[src/pdio_pkg.sv]
// constants shared by the process digital i/o port and its synchroniser
// assumes one system clock and a synchronous active-high reset
package pdio_pkg;
  localparam int          PDIO_GEN_W      = 16;
  localparam int          PDIO_PROC_W     = 16;
  localparam int          PDIO_SYNC_W     = 2;
  localparam logic [15:0] PDIO_DATA_RST   = 16'h0000;
  localparam logic [1:0]  PDIO_SYNC_RST   = 2'h0;
  localparam logic        PDIO_BIT_RST    = 1'h0;
  // synchroniser stages start high so a pin high through reset is no edge
  localparam logic        PDIO_STAGE_RST  = 1'h1;
  // synchroniser stages before the edge-detect flop
  localparam int          PDIO_SYNC_STAGES = 2;
endpackage : pdio_pkg

[src/pdio_sync_if.sv]
// carries one asynchronous-style input and its synchronised level and edge
// assumes the raw pin is driven by the top module
`timescale 1ns/1ps
interface pdio_sync_if;
  logic raw;
  logic level;
  logic rise;
  modport sync_side (input raw, output level, output rise);
  modport user_side (output raw, input level, input rise);
endinterface : pdio_sync_if
[src/pdio_port.sv]
// process digital i/o pin block: general in/out, process lines, strobes
// assumes all inputs are synchronous to ref_clk_i except the sample strobe and output enable
//
// Overview of operation
// RULE_01: each sync line is a pulse output or latch input, chosen per bit.
// RULE_02: every output stays undriven until configuration memory has loaded.
// RULE_03: sixteen general input pins map bit for bit into the input register.
// RULE_04: general inputs are not one consistent snapshot; software tolerates skew.
// RULE_05: general output pins follow their register; watchdog never gates them.
// RULE_06: sixteen process lines each act as input, output or bidirectional bit.
// RULE_07: outputs-valid strobe marks valid process output data for capture.
// RULE_08: process input data sampled on each rising edge of sample strobe.
// RULE_09: watchdog trigger output reports each process-data watchdog trigger.
// RULE_10: watchdog state output is low once expired, high otherwise.
// RULE_11: frame start output signals a frame beginning to pass through.
// RULE_12: frame end output signals a frame finishing passing through.
// RULE_13: output-enable input low clears process output data to zero.
// RULE_14: sample strobe and output enable are synchronised before use.
`timescale 1ns/1ps
module pdio_port
  import pdio_pkg::*;
#(
  parameter int GEN_W  = PDIO_GEN_W,
  parameter int PROC_W = PDIO_PROC_W,
  parameter int SYNC_W = PDIO_SYNC_W
) (
  input  wire logic              ref_clk_i,
  input  wire logic              rst_i,
  input  wire logic              config_loaded_i,
  input  wire logic [SYNC_W-1:0] sync_dir_out_i,
  input  wire logic [SYNC_W-1:0] sync_pulse_i,
  input  wire logic [SYNC_W-1:0] sync_pin_i,
  output logic      [SYNC_W-1:0] sync_pin_o,
  output logic      [SYNC_W-1:0] sync_pin_oe_o,
  output logic      [SYNC_W-1:0] latch_event_o,
  input  wire logic [GEN_W-1:0]  gen_in_pins_i,
  output logic      [GEN_W-1:0]  gen_in_reg_o,
  input  wire logic [GEN_W-1:0]  gen_out_reg_i,
  output logic      [GEN_W-1:0]  gen_out_pins_o,
  output logic      [GEN_W-1:0]  gen_out_pins_oe_o,
  input  wire logic [PROC_W-1:0] proc_dir_out_i,
  input  wire logic [PROC_W-1:0] proc_out_data_i,
  input  wire logic              proc_out_update_i,
  input  wire logic [PROC_W-1:0] proc_io_lines_i,
  output logic      [PROC_W-1:0] proc_io_lines_o,
  output logic      [PROC_W-1:0] proc_io_lines_oe_o,
  output logic      [PROC_W-1:0] proc_in_data_o,
  output logic                   proc_in_sampled_o,
  output logic                   outputs_valid_strobe_o,
  output logic                   outputs_valid_strobe_oe_o,
  input  wire logic              latch_in_i,
  input  wire logic              output_enable_in_i,
  input  wire logic              wd_trigger_i,
  input  wire logic              wd_expired_i,
  output logic                   sm_watchdog_trigger_o,
  output logic                   sm_watchdog_state_o,
  output logic                   sm_watchdog_oe_o,
  input  wire logic              frame_start_i,
  input  wire logic              frame_end_i,
  output logic                   frame_start_o,
  output logic                   frame_end_o,
  output logic                   frame_oe_o
);
  pdio_sync_if latch_sync ();
  pdio_sync_if oe_sync ();

  assign latch_sync.raw = latch_in_i;
  assign oe_sync.raw    = output_enable_in_i;

  pdio_sync u_latch_sync (
    .ref_clk_i (ref_clk_i),
    .rst_i     (rst_i),
    .port      (latch_sync.sync_side)
  );

  pdio_sync u_oe_sync (
    .ref_clk_i (ref_clk_i),
    .rst_i     (rst_i),
    .port      (oe_sync.sync_side)
  );

  logic              loaded;
  logic              next_loaded;
  logic [SYNC_W-1:0] next_sync_o;
  logic [SYNC_W-1:0] next_sync_oe;
  logic [SYNC_W-1:0] next_latch_ev;
  logic [SYNC_W-1:0] sync_in_q;
  logic [GEN_W-1:0]  next_gen_in;
  logic [GEN_W-1:0]  next_gen_out;
  logic [GEN_W-1:0]  next_gen_oe;
  logic [PROC_W-1:0] next_proc_o;
  logic [PROC_W-1:0] next_proc_oe;
  logic [PROC_W-1:0] next_proc_in;
  logic              next_sampled;
  logic              next_valid;
  logic              next_sm_watchdog_trigger;
  logic              next_sm_watchdog_state;
  logic              next_sof;
  logic              next_eof;
  logic              next_ctl_oe;

  always_comb begin
    next_loaded   = config_loaded_i;
    // sync lines: drive when configured as output, else catch latch edges
    next_sync_oe  = loaded ? sync_dir_out_i : PDIO_SYNC_RST; // RULE_01 RULE_02
    next_sync_o   = sync_pulse_i & sync_dir_out_i; // RULE_01
    next_latch_ev = sync_pin_i & ~sync_in_q & ~sync_dir_out_i; // RULE_01
    // no snapshot: each bit is simply the pin one cycle late
    next_gen_in   = gen_in_pins_i; // RULE_03 RULE_04
    next_gen_out  = gen_out_reg_i; // RULE_05
    next_gen_oe   = loaded ? {GEN_W{1'b1}} : {GEN_W{1'b0}}; // RULE_02
    next_proc_oe  = loaded ? proc_dir_out_i : {PROC_W{1'b0}}; // RULE_06
    next_proc_o   = proc_io_lines_o;
    next_valid    = 1'b0;
    if (!oe_sync.level) begin
      next_proc_o = {PROC_W{1'b0}}; // RULE_13
    end else if (proc_out_update_i) begin
      next_proc_o = proc_out_data_i; // RULE_06
      next_valid  = 1'b1; // RULE_07
    end
    next_proc_in  = proc_in_data_o;
    next_sampled  = latch_sync.rise; // RULE_08
    if (latch_sync.rise) begin
      next_proc_in = proc_io_lines_i; // RULE_08
    end
    next_sm_watchdog_trigger  = wd_trigger_i; // RULE_09
    next_sm_watchdog_state = ~wd_expired_i; // RULE_10
    next_sof      = frame_start_i; // RULE_11
    next_eof      = frame_end_i; // RULE_12
    next_ctl_oe   = loaded; // RULE_02
  end

  always_ff @(posedge ref_clk_i) begin
    if (rst_i) begin
      loaded                    <= PDIO_BIT_RST;
      sync_pin_o                <= PDIO_SYNC_RST;
      sync_pin_oe_o             <= PDIO_SYNC_RST;
      latch_event_o             <= PDIO_SYNC_RST;
      sync_in_q                 <= PDIO_SYNC_RST;
      gen_in_reg_o              <= PDIO_DATA_RST;
      gen_out_pins_o            <= PDIO_DATA_RST;
      gen_out_pins_oe_o         <= PDIO_DATA_RST;
      proc_io_lines_o           <= PDIO_DATA_RST;
      proc_io_lines_oe_o        <= PDIO_DATA_RST;
      proc_in_data_o            <= PDIO_DATA_RST;
      proc_in_sampled_o         <= PDIO_BIT_RST;
      outputs_valid_strobe_o    <= PDIO_BIT_RST;
      outputs_valid_strobe_oe_o <= PDIO_BIT_RST;
      sm_watchdog_trigger_o     <= PDIO_BIT_RST;
      sm_watchdog_state_o       <= PDIO_BIT_RST;
      sm_watchdog_oe_o          <= PDIO_BIT_RST;
      frame_start_o             <= PDIO_BIT_RST;
      frame_end_o               <= PDIO_BIT_RST;
      frame_oe_o                <= PDIO_BIT_RST;
    end else begin
      loaded                    <= next_loaded;
      sync_pin_o                <= next_sync_o;
      sync_pin_oe_o             <= next_sync_oe;
      latch_event_o             <= next_latch_ev;
      sync_in_q                 <= sync_pin_i;
      gen_in_reg_o              <= next_gen_in;
      gen_out_pins_o            <= next_gen_out;
      gen_out_pins_oe_o         <= next_gen_oe;
      proc_io_lines_o           <= next_proc_o;
      proc_io_lines_oe_o        <= next_proc_oe;
      proc_in_data_o            <= next_proc_in;
      proc_in_sampled_o         <= next_sampled;
      outputs_valid_strobe_o    <= next_valid;
      outputs_valid_strobe_oe_o <= next_ctl_oe;
      sm_watchdog_trigger_o     <= next_sm_watchdog_trigger;
      sm_watchdog_state_o       <= next_sm_watchdog_state;
      sm_watchdog_oe_o          <= next_ctl_oe;
      frame_start_o             <= next_sof;
      frame_end_o               <= next_eof;
      frame_oe_o                <= next_ctl_oe;
    end
  end
endmodule : pdio_port

[src/pdio_sync.sv]
// two-flop synchroniser with rising-edge detect
// assumes ref_clk_i is the system clock and rst_i is synchronous
`timescale 1ns/1ps
module pdio_sync
  import pdio_pkg::*;
(
  input  wire logic       ref_clk_i,
  input  wire logic       rst_i,
  pdio_sync_if.sync_side  port
);
  logic s1;
  logic s2;
  logic s3;
  logic next_s1;
  logic next_s2;
  logic next_s3;

  always_comb begin
    next_s1 = port.raw;
    next_s2 = s1; // first stage seen by nothing else
    next_s3 = s2;
  end

  always_ff @(posedge ref_clk_i) begin
    if (rst_i) begin
      // a zero here would flag a false rise for an idle-high pin
      s1 <= PDIO_STAGE_RST;
      s2 <= PDIO_STAGE_RST;
      s3 <= PDIO_STAGE_RST;
    end else begin
      s1 <= next_s1;
      s2 <= next_s2;
      s3 <= next_s3;
    end
  end

  assign port.level = s2; // RULE_14
  assign port.rise  = s2 & ~s3; // RULE_14
endmodule : pdio_sync

[config.mk]
export PLATFORM = sky130hd
export DESIGN_NAME = pdio_port
export DESIGN_NICKNAME = d
export VERILOG_FILES = /design/src/pdio_pkg.sv /design/src/pdio_sync_if.sv /design/src/pdio_port.sv /design/src/pdio_sync.sv
export SDC_FILE = /design/constraint.sdc
export NUM_CORES = 1
export LEC_CHECK = 0
export BUFFER_PORTS_ARGS = -buffer_cell sky130_fd_sc_hd__buf_2
export CORE_ASPECT_RATIO = 1.25
export CORE_UTILIZATION = 42
export DETAILED_ROUTE_END_ITERATION = 10
export GPL_TIMING_DRIVEN = 0
export PLACE_DENSITY = 0.78
export SYNTH_ARGS = -nofsm -noshare
export SYNTH_HDL_FRONTEND = slang
export SYNTH_SLANG_ARGS = --single-unit
[constraint.sdc]
create_clock -name ref_clk_i -period 1.4 [get_ports ref_clk_i]
set_clock_uncertainty 0.2 [all_clocks]
set_input_delay 0 -clock ref_clk_i [delete_from_list [all_inputs] [get_ports ref_clk_i]]
set_output_delay 0 -clock ref_clk_i [all_outputs]
set_load 0.05 [all_outputs]
Word level (Yosys, flattened, before mapping)
Index checks and enable logic that the tools add are counted.

word-level totals
  register bits after elaboration = 117
  word-level logic and storage cells = 37
  output and inout bits = 111

operators by class
  mux-type cells = 2
  bitwise gates (word level) = 10
  reduce and logical (&&, ||, !) cells = 2

operator list
  operator         number
  $mux 16          1
  $and 2x2->2      3
  $not 1->1        4
  $not 2->2        2
  $reduce_or 2->1  2
  $and 1x1->1      1
  $mux 1           1

Depth between registers and ports, before layout
Gate-level depths: netlist of run 1.

  depth in word-level cells = 3
  gate-level depth with buffers = 5
  depth with buffers taken out = 2

Hierarchy
From an unflattened synthesis of run 1, not the netlist that was laid out.

unflattened totals
  cells, all modules = 273
  area, all modules = 3,193.1 µm²

by module, submodules not included
  module     instances  area an instance (µm²)  cells each
  pdio_port  1          3,022.9                 259
  pdio_sync  2          85.1                    7

Least setup slack after synthesis of run 1
Ideal clock, no wire load.

  path kind = reg-to-output
  from = register, netlist name gen_out_pins_oe_o[14]
  to = output port gen_out_pins_oe_o[0]
  data required time = 1.200 ns
  path slack = -0.012 ns
  cell stages (with the launch flop) = 2
  arrival time = 1.212 ns
  cell sequence = dfxtp_1 > buf_4

RTL lines
  what       RTL line         RTL
  to (decl)  pdio_port.sv:40  output logic [GEN_W-1:0] gen_out_pins_oe_o,

==> summary.txt, run 1 <==
Detailed routing
  – Antenna-violating nets left: 0
  – Pre-Repair DR Iteration Count: 4
  – Iter 0 DRT Violations: 74
  – DR vias/cell: 4.49
  – Residual DRC count: 0
  – Wire per inst: 15.0 µm
  – Vias: 3,238
  – WL final: 10.8 mm

Clocking
  – Total CTS buffers: 9
  – H-tree Lvls: 3
  – CTS tree: built
  – Clock tree buffer depth: 2
  – CTS clock-pin slew for the worst setup and hold paths: 0.10 ns
  – Setup repair bufs after CTS: 0
  – Clock sink count: 101
  – Clk Latency, worst-skew pair: 0.34 ns
  – Root Driver: clkbuf_8

Floorplanning
  – Die X: 82.3 µm
  – IO Count: 207
  – Starting Density: 0.435
  – Die area: 8430 µm²
  – Core area: 7790 µm²
  – Site Rows: 36
  – Die Span Y: 102 µm

Worst setup path
  – Crit path largest cell delay: 0.57 ns
  – Worst path buffer plus inverter count: 1
  – Req. time, crit path: 1.45 ns
  – Setup CP Type: register to register
  – CP arrival: 1.43 ns
  – Critical path endpoint category: register
  – FF-to-FF setup slack: 0.02 ns
  – CP top delay family: buffers and inverters
  – Startpoint Class: register
  – CP max-delay cell: dlygate4sd3_1
  – Cell Chain, Critical Path: mux2i_1 > dlygate4sd3_1 > nor2_1
  – Crit Path Max Fanout: 2

Pwr
  – Worst vdd ir: 0.000736 V
  – Switching pwr: 1790 µW
  – Net Sw Frac: 0.296
  – Leak Pwr: 0.00298 µW
  – Sequential power share: 0.504
  – Comb pwr share: 0.215
  – Clock share of power: 0.281
  – PwrDens: 1020 nW/µm²
  – P_int: 4260 µW

Synthesis
  – Mapped Cells: 289
  – Multiplexer area fraction after synthesis: 0.0473
  – Yosys cell types: 23
  – XOR/XNOR Fraction of Synth Area: 0
  – Yosys warns: 0
  – Simple-Gate Fraction of Synth Area: 0.243
  – Syn Nets: 385
  – Post-synthesis compound-gate area fraction: 0.0347
  – Most common cell in the netlist: dfxtp_1
  – #FFs+latches synth: 101
  – Synth Area in Adders: 0
  – Main combinational cell family by area after synthesis: simple AND/OR/NAND/NOR gates
  – Largest cells by area after synthesis: dfxtp_1 60%, nor2b_1 6.8%, nand4bb_1 5.3%
  – Post-synthesis sequential area ratio: 0.597
  – Yosys top cell by area: dfxtp_1
  – Synth top area share: 0.597
  – Mapped Area: 3390 µm²
  – Synth cell count leaders: 101 x dfxtp_1, 37 x nor2b_1, 20 x buf_4
  – Avg Inst Size Synth: 11.7 µm²
  – Synth async-reset ratio: 0
  – Most used DFF post-synth: dfxtp_1
  – Post-synth EDFFs: 0

Timing
  – Smallest hold slack: 0.0126 ns
  – Minimum clock period: 1.38 ns
  – RSZ-0062 raised after global routing: false
  – Slew @ Worst Pin: 0.393 ns
  – Final WS setup: 0.0207 ns
  – Slew margin rel.: 0.738
  – Setup TNS: 0 ns
  – Max Fclk: 0.725 GHz
  – Final Max Tran Viols: 0
  – Setup-failing EPs final: 0
  – Period utilization: 0.985
  – Hold Violations, Final: 0

Hold path
  – Hold WC Path Type: input pin to register

Cells and area
  – Cell area after layout: 5960 µm²
  – Nets: 717
  – Diodes inserted: 0
  – Syn-to-layout area delta: 75.8%
  – Layout cells sized above 1: 0.433

Placed design
  – Detail Placement HPWL: 5.98 mm
  – Worst slack, placed: 0.0634 ns
  – DP Area: 4530 µm²
  – Port Buffer Count: 204
  – RD Place Congestion: 0.754

Run
  – Max-cap violations: 0

Global routing
  – GR Util All Layers: 0.247
  – GR Overflow Total: 0
  – First-pass GRT wire length: 15.4 mm
  – Largest net degree at the start of global routing: 20
  – Initial antenna violation count: 0
  – Vias in the first global route: 3,392

Run status
  – Status: finished clean
[cell families (layout without fill, tap and decap cells)]
family          Yosys count  count (layout)
flops                   101             101
simple gates            120             120
buf+inv                  36             373
mux                      16              16
compound gates           16              16
[per-stage QoR]
stage | instances | util | power, µW
finish | 721 | 0.764 | 6050
global route | 721 | 0.764 | 6280
CTS | 723 | 0.763 | 6070
detailed placement | 588 | 0.581 | 4110
global placement | 588 | 0.581 | 4090
floorplan | 289 | - | 3810
[power by group through the flow]
stage	sequential, µW	combinational (µW)	clock, µW
after floorplan	3500	307	0
after CTS	3040	1280	1750
after global routing	3060	1370	1850
final	3050	1300	1700
after global placement	3100	988	0
after detailed placement	3110	999	0
[cell usage in the layout, fill, tap and decap left out, types with 9 or more instances in the layout]
master and count:
nand2b_1 16, mux2i_1 16, nand4bb_1 16, and2_1 17
buf_6 9, nor2_1 18, buf_2 191, o21ai_2 10
nor2b_1 37, clkbuf_8 10, dfxtp_1 99, buf_4 34
dlygate4sd3_1 116
[tightest hold or removal path, stage by stage]
cell	delay [ns]
buf_6	0.09
buf_6	0.14
buf_2	0.22
nor2b_1	0.06
[path summary, 6_finish.rpt]
path	startpoint	to	cells after the start
setup / recovery	proc_io_lines_o[5]$_SDFFE_PP0P_	proc_io_lines_o[5]$_SDFFE_PP0P_	3
hold / removal	rst_i	gen_in_reg_o[5]$_SDFF_PP0_	4
setup reg to reg	proc_io_lines_o[5]$_SDFFE_PP0P_	proc_io_lines_o[5]$_SDFFE_PP0P_	3
hold reg to reg	u_oe_sync.next_s2$_SDFF_PP1_	u_oe_sync.port.level$_SDFF_PP1_	1
[final cells by class]
type	instances	area, µm²
flip-flops and latches	101	2030
clock inverters	6	43.8
well taps	95	119
multi-input cells	152	1110
plain buffers	35	263
fillers	487	1840
inverters	1	3.75
repair buffers	321	2250
clock buffers	10	138
[state kept, by name, summed over array words and instances, names as in the netlist, 2 cells and up]
name / flops
latch_event_o: 2
proc_in_data_o: 16
proc_io_lines_o: 16
sync_in_q: 2
proc_io_lines_oe_o: 16
sync_pin_oe_o: 2
gen_in_reg_o: 16
gen_out_pins_o: 16
sync_pin_o: 2
[routing by layer]
metal,wire length [µm],GRT usage,vias to the layer above,share of wire
met4,323,0.117,0,0.030
met2,6050,0.497,152,0.56
met5,0,0,-,0
met3,763,0.0661,30,0.071
li1,-,-,1571,-
met1,3670,0.216,1485,0.34
[repair_timing]
| item | 4_1_cts | 5_1_grt |
|---|---|---|
| hold buffers | 119 | 1 |
| gates cloned | 0 | 0 |
| hold endpoints to repair | 97 | 3 |
| endpoints found under the setup margin | 19 | 18 |
| gates resized for setup | 19 | 10 |
Note: power is estimated with default switching activity, not from simulation.
==> inputs of run 2 (changes only) <==
Settings changed: ABC_AREA from default to 1, PLACE_DENSITY 0.78 to 0.79.
==> run 2 against run 1 <==
  * The flow now stops in clock tree synthesis (4_1_cts)
  * Synthesized area fell by 2.0%
  * Synthesized cell count rose by 37%
==> summary.txt, run 2 <==
Run status
  – Status: did not finish
  – Stop stage: clock tree synthesis (4_1_cts)
  – First Err: [ERROR RSZ-0060] Max buffer count reached.

Floorplanning
  – Site Rows: 35 (-2.8%)
  – Die X: 81.5 µm (-1.0%)
  – IO Count: 207 (unchanged)
  – Die Span Y: 101 µm (-1.0%)
  – Starting Density: 0.441 (+0.00588)

Synthesis
  – Post-synthesis sequential area ratio: 0.609 (+0.0124)
  – Largest cells by area after synthesis: dfxtp_1 61%, nor2_1 10%, inv_1 8.3%
  – Yosys top cell by area: dfxtp_1
  – Yosys warns: 0 (unchanged)
  – Mapped Cells: 397 (+37%)
  – Synth top area share: 0.609 (+0.0124)
  – #FFs+latches synth: 101 (unchanged)
  – Avg Inst Size Synth: 8.36 µm² (-29%)
  – Syn Nets: 493 (+28%)
  – Most used DFF post-synth: dfxtp_1
  – Synth cell count leaders: 101 x dfxtp_1, 90 x nor2_1, 73 x inv_1
  – Yosys cell types: 16 (-30%)
  – Post-synth EDFFs: 0 (unchanged)
  – Most common cell in the netlist: dfxtp_1
  – Synth async-reset ratio: 0 (unchanged)
  – Mapped Area: 3320 µm² (-2.0%)

Clocking
  – # hold bufs at CTS: 143 (+20%)
  – Clock sink count: 101 (unchanged)
  – CTS resizes: 19 (unchanged)
  – Clock tree buffer depth: 2 (unchanged)
  – Total CTS buffers: 9 (unchanged)
  – Root Driver: clkbuf_8
  – H-tree Lvls: 3 (unchanged)
  – Setup repair bufs after CTS: 0 (unchanged)

Placed design
  – DP Area: 4460 µm² (-1.6%)
  – Port Buffer Count: 204 (unchanged)
  – Detail Placement HPWL: 6.19 mm (+3.6%)
  – RD Place Congestion: 0.781 (+3.6%)
[run 2: cell types whose count changed after synthesis, sizes merged, moves of 16 or more]
cell,before,now
inv,1,77
nor2,19,91
nand2,1,55
nor2b,40,0
and2,17,0
nand2b,17,0
a21oi,0,16
mux2i,16,0
nand3,0,16
nand4bb,16,0
o21ai,16,0
[run 2: through the flow]
step           worst slack (ns)  cells
2_1_floorplan             0.259    397
3_3_place_gp              0.180    693
3_5_place_dp              0.135    693
[run 2: cells by family after synthesis]
kind of cell	Yosys count	synth area share
compound gates	16	0.0241
flops	101	0.609
buf+inv	111	0.161
simple gates	169	0.205
==> inputs of run 3 (changes only) <==
Settings changed: CORE_ASPECT_RATIO 1.25 to default, CORE_UTILIZATION 42 to 40, PLACE_DENSITY 0.79 to default, PLACE_DENSITY_LB_ADDON from default to 0.15.
==> run 3 against run 2 <==
  * Synthesized area unchanged
  * The flow again stops in clock tree synthesis (4_1_cts)
  * Synthesized cell count unchanged
==> summary.txt, run 3 <==
Run status
  – Status: did not finish
  – Stop stage: clock tree synthesis (4_1_cts)
  – First Err: [ERROR RSZ-0060] Max buffer count reached.

Synthesis
  – Post-synthesis sequential area ratio: 0.609 (unchanged)
  – Syn Nets: 493 (unchanged)
  – Yosys warns: 0 (unchanged)
  – #FFs+latches synth: 101 (unchanged)
  – Yosys top cell by area: dfxtp_1
  – Synth cell count leaders: 101 x dfxtp_1, 90 x nor2_1, 73 x inv_1
  – Most common cell in the netlist: dfxtp_1
  – Synth top area share: 0.609 (unchanged)
  – Largest cells by area after synthesis: dfxtp_1 61%, nor2_1 10%, inv_1 8.3%
  – Most used DFF post-synth: dfxtp_1
  – Mapped Cells: 397 (unchanged)
  – Post-synth EDFFs: 0 (unchanged)
  – Synth async-reset ratio: 0 (unchanged)
  – Mapped Area: 3320 µm² (unchanged)
  – Avg Inst Size Synth: 8.36 µm² (unchanged)
  – Yosys cell types: 16 (unchanged)

Floorplanning
  – Starting Density: 0.421 (-0.0198)
  – Die X: 93.1 µm (+14%)
  – Site Rows: 32 (-8.6%)
  – Die Span Y: 93.1 µm (-8.2%)
  – IO Count: 207 (unchanged)

Clocking
  – Root Driver: clkbuf_8
  – Setup repair bufs after CTS: 0 (unchanged)
  – Total CTS buffers: 9 (unchanged)
  – H-tree Lvls: 3 (unchanged)
  – Clock sink count: 101 (unchanged)
  – Clock tree buffer depth: 2 (unchanged)
  – # hold bufs at CTS: 145 (+1.4%)
  – CTS resizes: 19 (unchanged)

Placed design
  – RD Place Congestion: 0.775 (-0.74%)
  – Detail Placement HPWL: 5.64 mm (-9.0%)
  – Cell count after placement: 703 (+1.4%)
  – Port Buffer Count: 204 (unchanged)
==> run 3: cell counts after synthesis <==
Identical to the previous run, type by type.
==> run 3: stage by stage <==
stage	instance area, µm²	utilization	hold WS [ns]	setup slack [ns]
after floorplan	3320	-	-0.133	0.259
after global placement	4470	0.566	-0.0249	0.173
after detailed placement	4470	0.566	-0.0218	0.159
==> run 3: kinds of logic after synthesis <==
group / after synthesis / share of synthesized area
and+or+nand+nor: 169 / 0.205
buffers and inverters: 111 / 0.161
DFF: 101 / 0.609
AOI/OAI and AO/OA: 16 / 0.0241
